--- config.mk ---
export PLATFORM = sky130hd
export DESIGN_NAME = breaker_command_control
export DESIGN_NICKNAME = d
export VERILOG_FILES = /design/src/include/breaker_pkg.sv /design/src/rtl/ms_tick_gen.sv /design/src/rtl/breaker_command_control.sv
export VERILOG_INCLUDE_DIRS = /design/src /design/src/include
export SDC_FILE = /design/constraint.sdc
export NUM_CORES = 1
export LEC_CHECK = 0
export BUFFER_PORTS_ARGS = -buffer_cell sky130_fd_sc_hd__buf_2
export CORE_UTILIZATION = 64
export DETAILED_ROUTE_END_ITERATION = 10
export PLACE_DENSITY = 0.81
export SLEW_MARGIN = 20
export SYNTH_ARGS = -nofsm -noshare
export SYNTH_HDL_FRONTEND = slang
export SYNTH_SLANG_ARGS = --single-unit
--- constraint.sdc ---
create_clock -name clk -period 4.25 [get_ports clk]
set_clock_uncertainty 0.15 [all_clocks]
set_input_delay 0.6375 -clock clk [delete_from_list [all_inputs] [get_ports clk]]
set_output_delay 0.6375 -clock clk [all_outputs]
set_load 0.01 [all_outputs]
--- src/include/breaker_defs.svh ---
// Constants for the breaker command control block
`ifndef BREAKER_DEFS_SVH
`define BREAKER_DEFS_SVH
// ==========================================
// Time base
`define BCC_CLK_PERIOD_NS 4
`define BCC_MS_NS 1000000
// ==========================================
// Times in milliseconds
`define BCC_OPER_MS 16'd150
`define BCC_MIN_PULSE_MS 16'd100
`define BCC_PULSE_MS_RST 16'd300
`define BCC_SYNC_WAIT_RST 16'd1000
`define BCC_SYNSW_RST 16'd0
`define BCC_INTER_MS_RST 16'd100
// ==========================================
// Register byte offsets
`define BCC_REG_CMD 8'h00
`define BCC_REG_PULSE 8'h04
`define BCC_REG_SYNC 8'h08
`define BCC_REG_SYNSW 8'h0c
`define BCC_REG_INTER 8'h10
`define BCC_REG_STATUS 8'h14
`define BCC_REG_COUNT 8'h18
`define BCC_REG_CLEAR 8'h1c
// ==========================================
// Fields
`define BCC_CMD_CLOSE_BIT 0
`define BCC_CMD_REMOTE_BIT 1
`define BCC_CLR_COUNT_BIT 0
`define BCC_CLR_UNINT_BIT 1
`define BCC_RESP_OKAY 2'b00
`define BCC_RESP_SLVERR 2'b10
`endif

--- src/include/breaker_pkg.sv ---
// Types for the breaker command control block
package breaker_pkg;
    // Breaker position code: 0 intermediate, 1 open, 2 closed, 3 faulty
    typedef enum logic [1:0] {CB_INTER, CB_OPEN, CB_CLOSED, CB_FAULTY} cb_state_e;
    typedef enum logic [2:0] {S_IDLE, S_SYNC, S_SWAIT, S_OPEN, S_CLOSE} ctl_state_e;
endpackage

--- src/rtl/ms_tick_gen.sv ---
// Millisecond enable pulse from the system clock
`timescale 1ns/1ps
`default_nettype none
module ms_tick_gen #(
    parameter int unsigned DIV = 250000
) (
    // Clock and reset
    input wire logic clk,
    input wire logic rst,
    // One-cycle enable every DIV cycles
    output logic tick
);
    logic [31:0] cnt_q;

    always_ff @(posedge clk) begin
        if (rst) begin
            cnt_q <= 32'h0000_0000;
            tick <= 1'b0;
        end else if (cnt_q == 32'(DIV - 1)) begin
            cnt_q <= 32'h0000_0000;
            tick <= 1'b1;
        end else begin
            cnt_q <= cnt_q + 32'h0000_0001;
            tick <= 1'b0;
        end
    end
endmodule // ms_tick_gen
`default_nettype wire

--- src/rtl/breaker_command_control.sv ---
// Breaker command control with AXI4-Lite register access
// ==========================================
// Notes on behaviour
// RULE_01: Local panel commands are taken only while the local enable is high.
// RULE_02: Remote or web commands are taken only while the remote enable is high.
// RULE_03: A close pulse is issued only while the synchronism permit is high.
// RULE_04: Without a synchro source the system ties the synchronism permit high.
// RULE_05: An open command runs only while the open interlock permit is high.
// RULE_06: A close command runs only while the close interlock permit is high.
// RULE_07: While the block input is high the breaker is never operated.
// RULE_08: The breaker drives open status and closed status inputs truly.
// RULE_09: External switching input only matters for the unintended operation decision.
// RULE_10: An accepted open request gives one open pulse of the set length.
// RULE_11: An accepted close request gives one close pulse of the set length.
// RULE_12: Synchronism missing for the wait limit during close fires the synchro trigger.
// RULE_13: Every breaker operation gives a 150 ms operation pulse.
// RULE_14: Status change without command or external switching sets unintended flag.
// RULE_15: A filtered closed output follows the closed status input.
// RULE_16: A filtered open output follows the open status input.
// RULE_17: The operation counter counts each rise of the operation pulse.
// RULE_18: Software can clear the operation counter to zero.
// RULE_19: Each change of derived breaker state emits an event with the state.
// RULE_20: One operation command selects open or close by its value.
// RULE_21: Confirmed switching ends the pulse early, never before 100 ms.
// RULE_22: State codes: 0 intermediate, 1 open, 2 closed, 3 faulty.
// RULE_23: A zero synchro-switch wait setting never fires the synchro trigger.
// RULE_24: Refused requests are dropped, never queued.
`timescale 1ns/1ps
`default_nettype none
`include "breaker_defs.svh"
module breaker_command_control import breaker_pkg::*; #(
    parameter int unsigned TICK_CYCLES = `BCC_MS_NS / `BCC_CLK_PERIOD_NS
) (
    // Clock and reset
    input wire logic clk,
    input wire logic rst,
    // AXI4-Lite slave
    input wire logic [7:0] s_axi_awaddr,
    input wire logic s_axi_awvalid,
    output logic s_axi_awready,
    input wire logic [31:0] s_axi_wdata,
    input wire logic [3:0] s_axi_wstrb,
    input wire logic s_axi_wvalid,
    output logic s_axi_wready,
    output logic [1:0] s_axi_bresp,
    output logic s_axi_bvalid,
    input wire logic s_axi_bready,
    input wire logic [7:0] s_axi_araddr,
    input wire logic s_axi_arvalid,
    output logic s_axi_arready,
    output logic [31:0] s_axi_rdata,
    output logic [1:0] s_axi_rresp,
    output logic s_axi_rvalid,
    input wire logic s_axi_rready,
    // Place enables, permits and block
    input wire logic local_enable,
    input wire logic remote_enable,
    input wire logic synchronism_permit,
    input wire logic open_interlock_permit,
    input wire logic close_interlock_permit,
    input wire logic operation_block,
    // Breaker status
    input wire logic breaker_open_status,
    input wire logic breaker_closed_status,
    input wire logic external_switching_indication,
    // Breaker commands and indications
    output logic open_command_pulse,
    output logic close_command_pulse,
    output logic synchro_switch_trigger,
    output logic operation_pulse,
    output logic unintended_switching_flag,
    output logic breaker_closed,
    output logic breaker_opened,
    // State events
    output logic status_event_valid,
    output cb_state_e status_event_state
);
    // ==========================================
    // Time base
    logic ms_tick;

    ms_tick_gen #(.DIV(TICK_CYCLES)) u_tick (
        .clk(clk),
        .rst(rst),
        .tick(ms_tick)
    );

    // ==========================================
    // Register bus
    logic aw_got_q, w_got_q, bvalid_q, rvalid_q;
    logic [7:0] awaddr_q;
    logic [31:0] wdata_q, rdata_q;
    logic [3:0] wstrb_q;
    logic [1:0] bresp_q, rresp_q;
    logic do_wr, wr_hit, rd_hit;
    logic [15:0] pulse_ms_q, sync_wait_q, synsw_ms_q, inter_ms_q;
    logic [31:0] op_count_q;
    logic cmd_req, cmd_close, cmd_remote, clr_count, clr_unint;

    function automatic logic [15:0] merge16(input logic [15:0] q, input logic [31:0] d, input logic [3:0] s);
        merge16 = {s[1] ? d[15:8] : q[15:8], s[0] ? d[7:0] : q[7:0]};
    endfunction

    assign s_axi_awready = !aw_got_q;
    assign s_axi_wready = !w_got_q;
    assign s_axi_bvalid = bvalid_q;
    assign s_axi_bresp = bresp_q;
    assign s_axi_arready = !rvalid_q;
    assign s_axi_rvalid = rvalid_q;
    assign s_axi_rdata = rdata_q;
    assign s_axi_rresp = rresp_q;
    assign do_wr = aw_got_q && w_got_q && !bvalid_q;

    always_comb begin
        unique case (awaddr_q)
            `BCC_REG_CMD, `BCC_REG_PULSE, `BCC_REG_SYNC, `BCC_REG_SYNSW,
            `BCC_REG_INTER, `BCC_REG_STATUS, `BCC_REG_COUNT, `BCC_REG_CLEAR: wr_hit = 1'b1;
            default: wr_hit = 1'b0;
        endcase
    end

    // Address and data may arrive in either order
    always_ff @(posedge clk) begin
        if (rst) begin
            aw_got_q <= 1'b0;
            w_got_q <= 1'b0;
            awaddr_q <= 8'h00;
            wdata_q <= 32'h0000_0000;
            wstrb_q <= 4'h0;
            bvalid_q <= 1'b0;
            bresp_q <= `BCC_RESP_OKAY;
        end else begin
            if (s_axi_awvalid && !aw_got_q) begin
                aw_got_q <= 1'b1;
                awaddr_q <= {s_axi_awaddr[7:2], 2'b00};
            end
            if (s_axi_wvalid && !w_got_q) begin
                w_got_q <= 1'b1;
                wdata_q <= s_axi_wdata;
                wstrb_q <= s_axi_wstrb;
            end
            if (do_wr) begin
                aw_got_q <= 1'b0;
                w_got_q <= 1'b0;
                bvalid_q <= 1'b1;
                bresp_q <= wr_hit ? `BCC_RESP_OKAY : `BCC_RESP_SLVERR;
            end else if (bvalid_q && s_axi_bready) begin
                bvalid_q <= 1'b0;
            end
        end
    end

    assign cmd_req = do_wr && awaddr_q == `BCC_REG_CMD && wstrb_q[0];
    assign cmd_close = wdata_q[`BCC_CMD_CLOSE_BIT]; // RULE_20
    assign cmd_remote = wdata_q[`BCC_CMD_REMOTE_BIT];
    assign clr_count = do_wr && awaddr_q == `BCC_REG_CLEAR && wstrb_q[0] && wdata_q[`BCC_CLR_COUNT_BIT];
    assign clr_unint = do_wr && awaddr_q == `BCC_REG_CLEAR && wstrb_q[0] && wdata_q[`BCC_CLR_UNINT_BIT];

    always_ff @(posedge clk) begin
        if (rst) begin
            pulse_ms_q <= `BCC_PULSE_MS_RST;
            sync_wait_q <= `BCC_SYNC_WAIT_RST;
            synsw_ms_q <= `BCC_SYNSW_RST;
            inter_ms_q <= `BCC_INTER_MS_RST;
        end else if (do_wr) begin
            unique case (awaddr_q)
                `BCC_REG_PULSE: pulse_ms_q <= merge16(pulse_ms_q, wdata_q, wstrb_q);
                `BCC_REG_SYNC: sync_wait_q <= merge16(sync_wait_q, wdata_q, wstrb_q);
                `BCC_REG_SYNSW: synsw_ms_q <= merge16(synsw_ms_q, wdata_q, wstrb_q);
                `BCC_REG_INTER: inter_ms_q <= merge16(inter_ms_q, wdata_q, wstrb_q);
                default: ;
            endcase
        end
    end

    // ==========================================
    // Position filter and events
    cb_state_e raw_state, state_q, last_pos_q;
    logic [15:0] inter_cnt_q;
    logic oper_start;
    logic [15:0] oper_cnt_q;

    // Encoding follows the two status inputs directly
    assign raw_state = cb_state_e'({breaker_closed_status, breaker_open_status}); // RULE_22

    // Intermediate shows only once it outlasts the travel time
    always_ff @(posedge clk) begin
        if (rst) begin
            state_q <= CB_INTER;
            inter_cnt_q <= 16'h0000;
        end else if (raw_state != CB_INTER) begin
            state_q <= raw_state;
            inter_cnt_q <= 16'h0000;
        end else if (inter_cnt_q >= inter_ms_q) begin
            state_q <= CB_INTER;
        end else if (ms_tick) begin
            inter_cnt_q <= inter_cnt_q + 16'h0001;
        end
    end

    assign breaker_opened = state_q == CB_OPEN; // RULE_16
    assign breaker_closed = state_q == CB_CLOSED; // RULE_15

    always_ff @(posedge clk) begin
        if (rst) begin
            status_event_valid <= 1'b0;
            status_event_state <= CB_INTER;
        end else begin
            status_event_valid <= raw_state != state_q && (raw_state != CB_INTER || inter_cnt_q >= inter_ms_q); // RULE_19
            status_event_state <= (raw_state != CB_INTER) ? raw_state : CB_INTER;
        end
    end

    // Operation: a new definite position differing from the last one
    assign oper_start = (raw_state == CB_OPEN || raw_state == CB_CLOSED) && raw_state != state_q
        && last_pos_q != CB_INTER && raw_state != last_pos_q;

    always_ff @(posedge clk) begin
        if (rst) begin
            last_pos_q <= CB_INTER;
        end else if (raw_state == CB_OPEN || raw_state == CB_CLOSED) begin
            last_pos_q <= raw_state;
        end
    end

    always_ff @(posedge clk) begin
        if (rst) begin
            operation_pulse <= 1'b0;
            oper_cnt_q <= 16'h0000;
        end else if (oper_start) begin
            operation_pulse <= 1'b1; // RULE_13
            oper_cnt_q <= 16'h0000;
        end else if (operation_pulse && oper_cnt_q >= `BCC_OPER_MS) begin
            operation_pulse <= 1'b0;
        end else if (operation_pulse && ms_tick) begin
            oper_cnt_q <= oper_cnt_q + 16'h0001;
        end
    end

    // A clear in the same cycle as a count leaves the counter at one
    always_ff @(posedge clk) begin
        if (rst) begin
            op_count_q <= 32'h0000_0000;
        end else if (oper_start && !operation_pulse) begin
            op_count_q <= clr_count ? 32'h0000_0001 : op_count_q + 32'h0000_0001; // RULE_17
        end else if (clr_count) begin
            op_count_q <= 32'h0000_0000; // RULE_18
        end
    end

    // ==========================================
    // Command sequencer
    ctl_state_e ctl_q;
    logic [15:0] ms_cnt_q, cmd_hold_q;
    logic src_ok, pulse_done;

    assign src_ok = cmd_remote ? remote_enable : local_enable; // RULE_01 RULE_02
    assign open_command_pulse = ctl_q == S_OPEN; // RULE_10
    assign close_command_pulse = ctl_q == S_CLOSE; // RULE_11
    assign pulse_done = ms_cnt_q >= pulse_ms_q || (ms_cnt_q >= `BCC_MIN_PULSE_MS
        && state_q == (ctl_q == S_OPEN ? CB_OPEN : CB_CLOSED)); // RULE_21

    // Requests not taken at once are lost, there is no queue
    always_ff @(posedge clk) begin
        if (rst) begin
            ctl_q <= S_IDLE;
            synchro_switch_trigger <= 1'b0;
        end else begin
            synchro_switch_trigger <= 1'b0;
            unique case (ctl_q)
                S_IDLE: begin
                    if (cmd_req && src_ok && !operation_block) begin // RULE_24 RULE_07
                        if (!cmd_close && open_interlock_permit) begin // RULE_05
                            ctl_q <= S_OPEN;
                        end else if (cmd_close && close_interlock_permit) begin // RULE_06
                            ctl_q <= synchronism_permit ? S_CLOSE : S_SYNC; // RULE_03
                        end
                    end
                end
                S_SYNC, S_SWAIT: begin
                    if (operation_block || !close_interlock_permit) begin
                        ctl_q <= S_IDLE;
                    end else if (synchronism_permit) begin
                        ctl_q <= S_CLOSE;
                    end else if (ctl_q == S_SYNC && ms_cnt_q >= sync_wait_q) begin
                        synchro_switch_trigger <= synsw_ms_q != 16'h0000; // RULE_12 RULE_23
                        ctl_q <= synsw_ms_q != 16'h0000 ? S_SWAIT : S_IDLE;
                    end else if (ctl_q == S_SWAIT && ms_cnt_q >= synsw_ms_q) begin
                        ctl_q <= S_IDLE;
                    end
                end
                S_OPEN, S_CLOSE: begin
                    if (operation_block || pulse_done) begin // RULE_07
                        ctl_q <= S_IDLE;
                    end
                end
            endcase
        end
    end

    always_ff @(posedge clk) begin
        if (rst) begin
            ms_cnt_q <= 16'h0000;
        end else if (ctl_q == S_IDLE || (ctl_q == S_SYNC && ms_cnt_q >= sync_wait_q)
            || (ctl_q inside {S_SYNC, S_SWAIT} && synchronism_permit)) begin
            ms_cnt_q <= 16'h0000;
        end else if (ms_tick && ms_cnt_q != 16'hffff) begin
            ms_cnt_q <= ms_cnt_q + 16'h0001;
        end
    end

    // A change within the travel time after our own pulse counts as commanded
    always_ff @(posedge clk) begin
        if (rst) begin
            cmd_hold_q <= 16'h0000;
        end else if (open_command_pulse || close_command_pulse) begin
            cmd_hold_q <= inter_ms_q;
        end else if (ms_tick && cmd_hold_q != 16'h0000) begin
            cmd_hold_q <= cmd_hold_q - 16'h0001;
        end
    end

    // Set wins over a software clear
    always_ff @(posedge clk) begin
        if (rst) begin
            unintended_switching_flag <= 1'b0;
        end else if (oper_start && !open_command_pulse && !close_command_pulse
            && cmd_hold_q == 16'h0000 && !external_switching_indication) begin // RULE_14 RULE_09
            unintended_switching_flag <= 1'b1;
        end else if (clr_unint) begin
            unintended_switching_flag <= 1'b0;
        end
    end

    // ==========================================
    // Register read
    always_ff @(posedge clk) begin
        if (rst) begin
            rvalid_q <= 1'b0;
            rdata_q <= 32'h0000_0000;
            rresp_q <= `BCC_RESP_OKAY;
        end else if (s_axi_arvalid && !rvalid_q) begin
            rvalid_q <= 1'b1;
            rresp_q <= `BCC_RESP_OKAY;
            unique case ({s_axi_araddr[7:2], 2'b00})
                `BCC_REG_PULSE: rdata_q <= {16'h0000, pulse_ms_q};
                `BCC_REG_SYNC: rdata_q <= {16'h0000, sync_wait_q};
                `BCC_REG_SYNSW: rdata_q <= {16'h0000, synsw_ms_q};
                `BCC_REG_INTER: rdata_q <= {16'h0000, inter_ms_q};
                `BCC_REG_STATUS: rdata_q <= {21'h000000, ctl_q, breaker_closed, breaker_opened,
                    unintended_switching_flag, operation_pulse, close_command_pulse,
                    open_command_pulse, state_q};
                `BCC_REG_COUNT: rdata_q <= op_count_q;
                `BCC_REG_CMD, `BCC_REG_CLEAR: rdata_q <= 32'h0000_0000;
                default: begin
                    rdata_q <= 32'h0000_0000;
                    rresp_q <= `BCC_RESP_SLVERR;
                end
            endcase
        end else if (rvalid_q && s_axi_rready) begin
            rvalid_q <= 1'b0;
        end
    end
endmodule // breaker_command_control
`default_nettype wire

==> metrics.md <==
| Metric | Value |
|---|---|
| VDD IR-drop max | 0.000320 V |
| Total Power | about 6 mW |
| GPL Wtd Cong | ~0.9 |
| Synth Cell Area | roughly 13,000 µm² |
| Initial DRT Pass Iterations | 5 |
| Remaining antenna violation count | 0 |
| Slew @ Worst Pin | about 1.1 ns |
| Area delta synth->final | 12.5% |
| Slowest CP cell | a31oi_2 |
| Synthesis Warnings | 0 |
| Share of layout cells above drive strength 1 | a little over a tenth |
| Cell chain of the critical path | inv_1 > ha_1 > a21o_1 > a21o_1 > a221o_1 > a31oi_2 > nand2_1 > or4_1 > nand2_1 |
| Clock buffer depth | 3 |
| Clk_lat worst skew | 0.54 ns |
| Routed wire length | roughly 34 mm |
| Num ports | 119 |
| Total grt overflow | 0 |
| Power per cell area | 407 nW/µm² |
| Max_slew headroom | roughly 26% |
| First-pass GRT wire length | between 50 and 60 mm |
| Worst Path Required | between 4 and 5 ns |
| Fmax | 321 MHz |
| Antenna violations before repair | 0 |
| Critical path type | reg -> reg |
| Crit path arrival time | approximately 3.5 ns |
| Post-CTS setup buffers | 0 |
| Largest net degree at the start of global routing | between 50 and 60 |
| Max Cap Viol | 0 |
| Initial core utilization | around 66% |
| Sink Count | roughly 270 |
| Cts hold-fix bufs | 0 |
| Die area | 21,100 µm² |
| Max FO, Critical Path | 19 |
| Starting DRT DRC Count | slightly below 900 |
| Unrepaired setup endpoints after global routing | no |
| Post-synth ARST share | 0% |
| Core area | ~20,000 µm² |
| CTS tree | done |
| Placed inst area | between 10,000 and 15,000 µm² |
| Post-CTS sizing | 0 |
| Diodes inserted | 0 |
| DRC violations left | 0 |
| Post-layout instance area | ~15,000 µm² |
| Avg Inst Size Synth | between 8 and 9 µm² |
| PortBufs | 94 |
| CP endpoint kind | register |
| Inst Count DP | between 1,500 and 2,000 |
| Row count | 51 |
| Sequential area share after synthesis | about two fifths |
| Die Span Y | roughly 150 µm |
| Detailed Place HPWL | 24.4 mm |
| WL/cell | around 18 µm |
| CP peak stage delay | approximately 0.73 ns |
| Vias in the first global route | roughly 11,000 |
| Outcome | completed |
| Netlist cell types | 70 |
| Top delay family on crit path | compound AO/OA/AOI/OAI gates |
| TritonCTS Buffers | 28 |
| Final Hold Viols | 0 |
| Nets | 1,768 |
| Leakage | 5.96 nW |
| Synthesized flop and latch total | 268 |
| EDFF count, synth | 0 |
| CTS clk-pin slew, worst paths | approximately 0.070 ns |
| Min Tclk post-route | roughly 3.1 ns |
| Fin crit share | 73.3% |
| Worst setup SP type | register |
| FILL cells | roughly 1,500 |
| H-tree levels | 1 |
| Hold Path Class | in -> reg |
| Non-Filler Instances | approximately 1,900 |
| Total track usage | approximately a third |
| Pins Over Slew Limit | 0 |
| Synth Flop Type | dfxtp_1 |
| # setup viols final | 0 |
| Root Buffer | clkbuf_16 |
| CP Buf/Inv Count | 1 |
| Via count | ~12,000 |
| Setup TNS | 0 ns |
| Chip width | 145 µm |
| Layout Utilization | between 70% and 80% |
| Syn Inst Count | 1,558 |
| Vias per inst | around 6 |
## power by group
group | total, mW | switching, mW | internal [mW]
combinational | 0.686 | 0.413 | 0.274
sequential | 2.72 | 0.117 | 2.60
clock | 2.60 | 1.02 | 1.59
## placed cells by master (no fill, tap or decap), types with 13 or more instances in the layout
cell type and n:
and3_1 30, nor4_1 13, nand2_1 181, o211ai_1 18, dfxtp_1 268, a21oi_1 82
o21ai_0 45, or3_1 13, and4_1 14, buf_2 93, ha_1 73, xor2_1 66
clkbuf_16 29, inv_1 86, xnor2_1 37, nand4_1 33, a211oi_1 17, nand3_1 60
mux2i_1 70, nor2_1 217, nor3_1 23
## cells by family after synthesis
family	after synthesis	share of synthesized area (%)
multiplexers	70	5.34
flip-flops	268	40.9
other	1	0.0286
AO/OA/AOI/OAI	244	12.1
adder cells (fa/ha/maj)	73	6.97
XOR/XNOR	103	6.88
buffers and inverters	155	4.58
AND/OR/NAND/NOR	644	23.2
## Yosys cell counts, types with 4 or more instances
| cell | instances | area [µm²] |
|---|---|---|
| or4_1 | 4 | 30.0 |
| a21oi_1 | 83 | 415 |
| o211ai_1 | 18 | 135 |
| nor4_1 | 13 | 81.3 |
| a311oi_1 | 10 | 87.6 |
| mux2i_1 | 70 | 701 |
| nand2b_1 | 10 | 62.6 |
| and4_1 | 14 | 123 |
| or3_1 | 13 | 81.3 |
| nor3_1 | 23 | 115 |
| o21ai_0 | 45 | 225 |
| buf_2 | 9 | 45.0 |
| xnor2_1 | 37 | 324 |
| o2111ai_1 | 4 | 35.0 |
| inv_1 | 86 | 323 |
| nand4_1 | 33 | 206 |
| ha_1 | 73 | 913 |
| dfxtp_1 | 268 | 5370 |
| o21ai_1 | 6 | 30.0 |
| a22oi_1 | 5 | 37.5 |
| and2_1 | 8 | 50.1 |
| nor2b_1 | 10 | 62.6 |
| a21o_1 | 8 | 60.1 |
| a221oi_1 | 12 | 105 |
| a221o_1 | 6 | 60.1 |
| nand2_1 | 182 | 683 |
| a211oi_1 | 17 | 128 |
| nand3_1 | 60 | 300 |
| xor2_1 | 66 | 578 |
| nand3b_1 | 4 | 30.0 |
| and3_1 | 30 | 188 |
| nor2_1 | 217 | 815 |
| buf_1 | 8 | 30.0 |
| clkbuf_1 | 48 | 180 |
## layout make-up
type	count	area, µm²	area share, %
flip-flops and latches	268	5370	36.4
inverters	88	330	2.24
clock inverters	16	186	1.26
well taps	265	332	2.25
clock buffers	36	812	5.51
repair buffers	105	556	3.77
multi-input cells	1136	7160	48.6
## path summary, 6_finish.rpt
check	cells past startpoint	start	to	slack, ns
max	9	inter_ms_q[13]$_SDFFE_PP0P_	inter_cnt_q[13]$_SDFFE_PP0P_	1.13
min	2	s_axi_rready	s_axi_rvalid$_SDFFE_PP0P_	0.14
max reg2reg	9	inter_ms_q[13]$_SDFFE_PP0P_	inter_cnt_q[13]$_SDFFE_PP0P_	1.13
min reg2reg	2	s_axi_rdata[23]$_SDFFE_PP0P_	s_axi_rdata[23]$_SDFFE_PP0P_	0.30
## per-layer routing
| metal | up-vias | GRT usage (%) | part of all wire, % |
|---|---|---|---|
| met5 | - | 0 | 0 |
| met4 | 0 | 13.2 | 3.9 |
| met3 | 90 | 3.71 | 7.3 |
| met2 | 453 | 51.7 | 46 |
| met1 | 5401 | 43.6 | 43 |
| li1 | 5556 | - | - |
## sequential cells by signal, summed over array words and instances (netlist names), 2 cells and up
name / count
inter_cnt_q: 16
status_event_state: 2
cmd_hold_q: 16
oper_cnt_q: 16
awaddr_q: 6
u_tick.cnt_q: 32
ctl_q: 3
op_count_q: 32
s_axi_rdata: 32
ms_cnt_q: 16
wdata_q: 16
synsw_ms_q: 16
last_pos_q: 2
state_q: 2
wstrb_q: 2
pulse_ms_q: 16
inter_ms_q: 16
sync_wait_q: 16
## per-stage QoR
stage	worst slack [ns]	hold slack, ns
final	1.13	0.141
after floorplan	1.77	0.276
after CTS	1.17	0.126
after detailed placement	1.16	0.294
after global placement	1.23	0.285
after global routing	0.932	0.145
No activity file was read; power rests on OpenSTA's default activity.
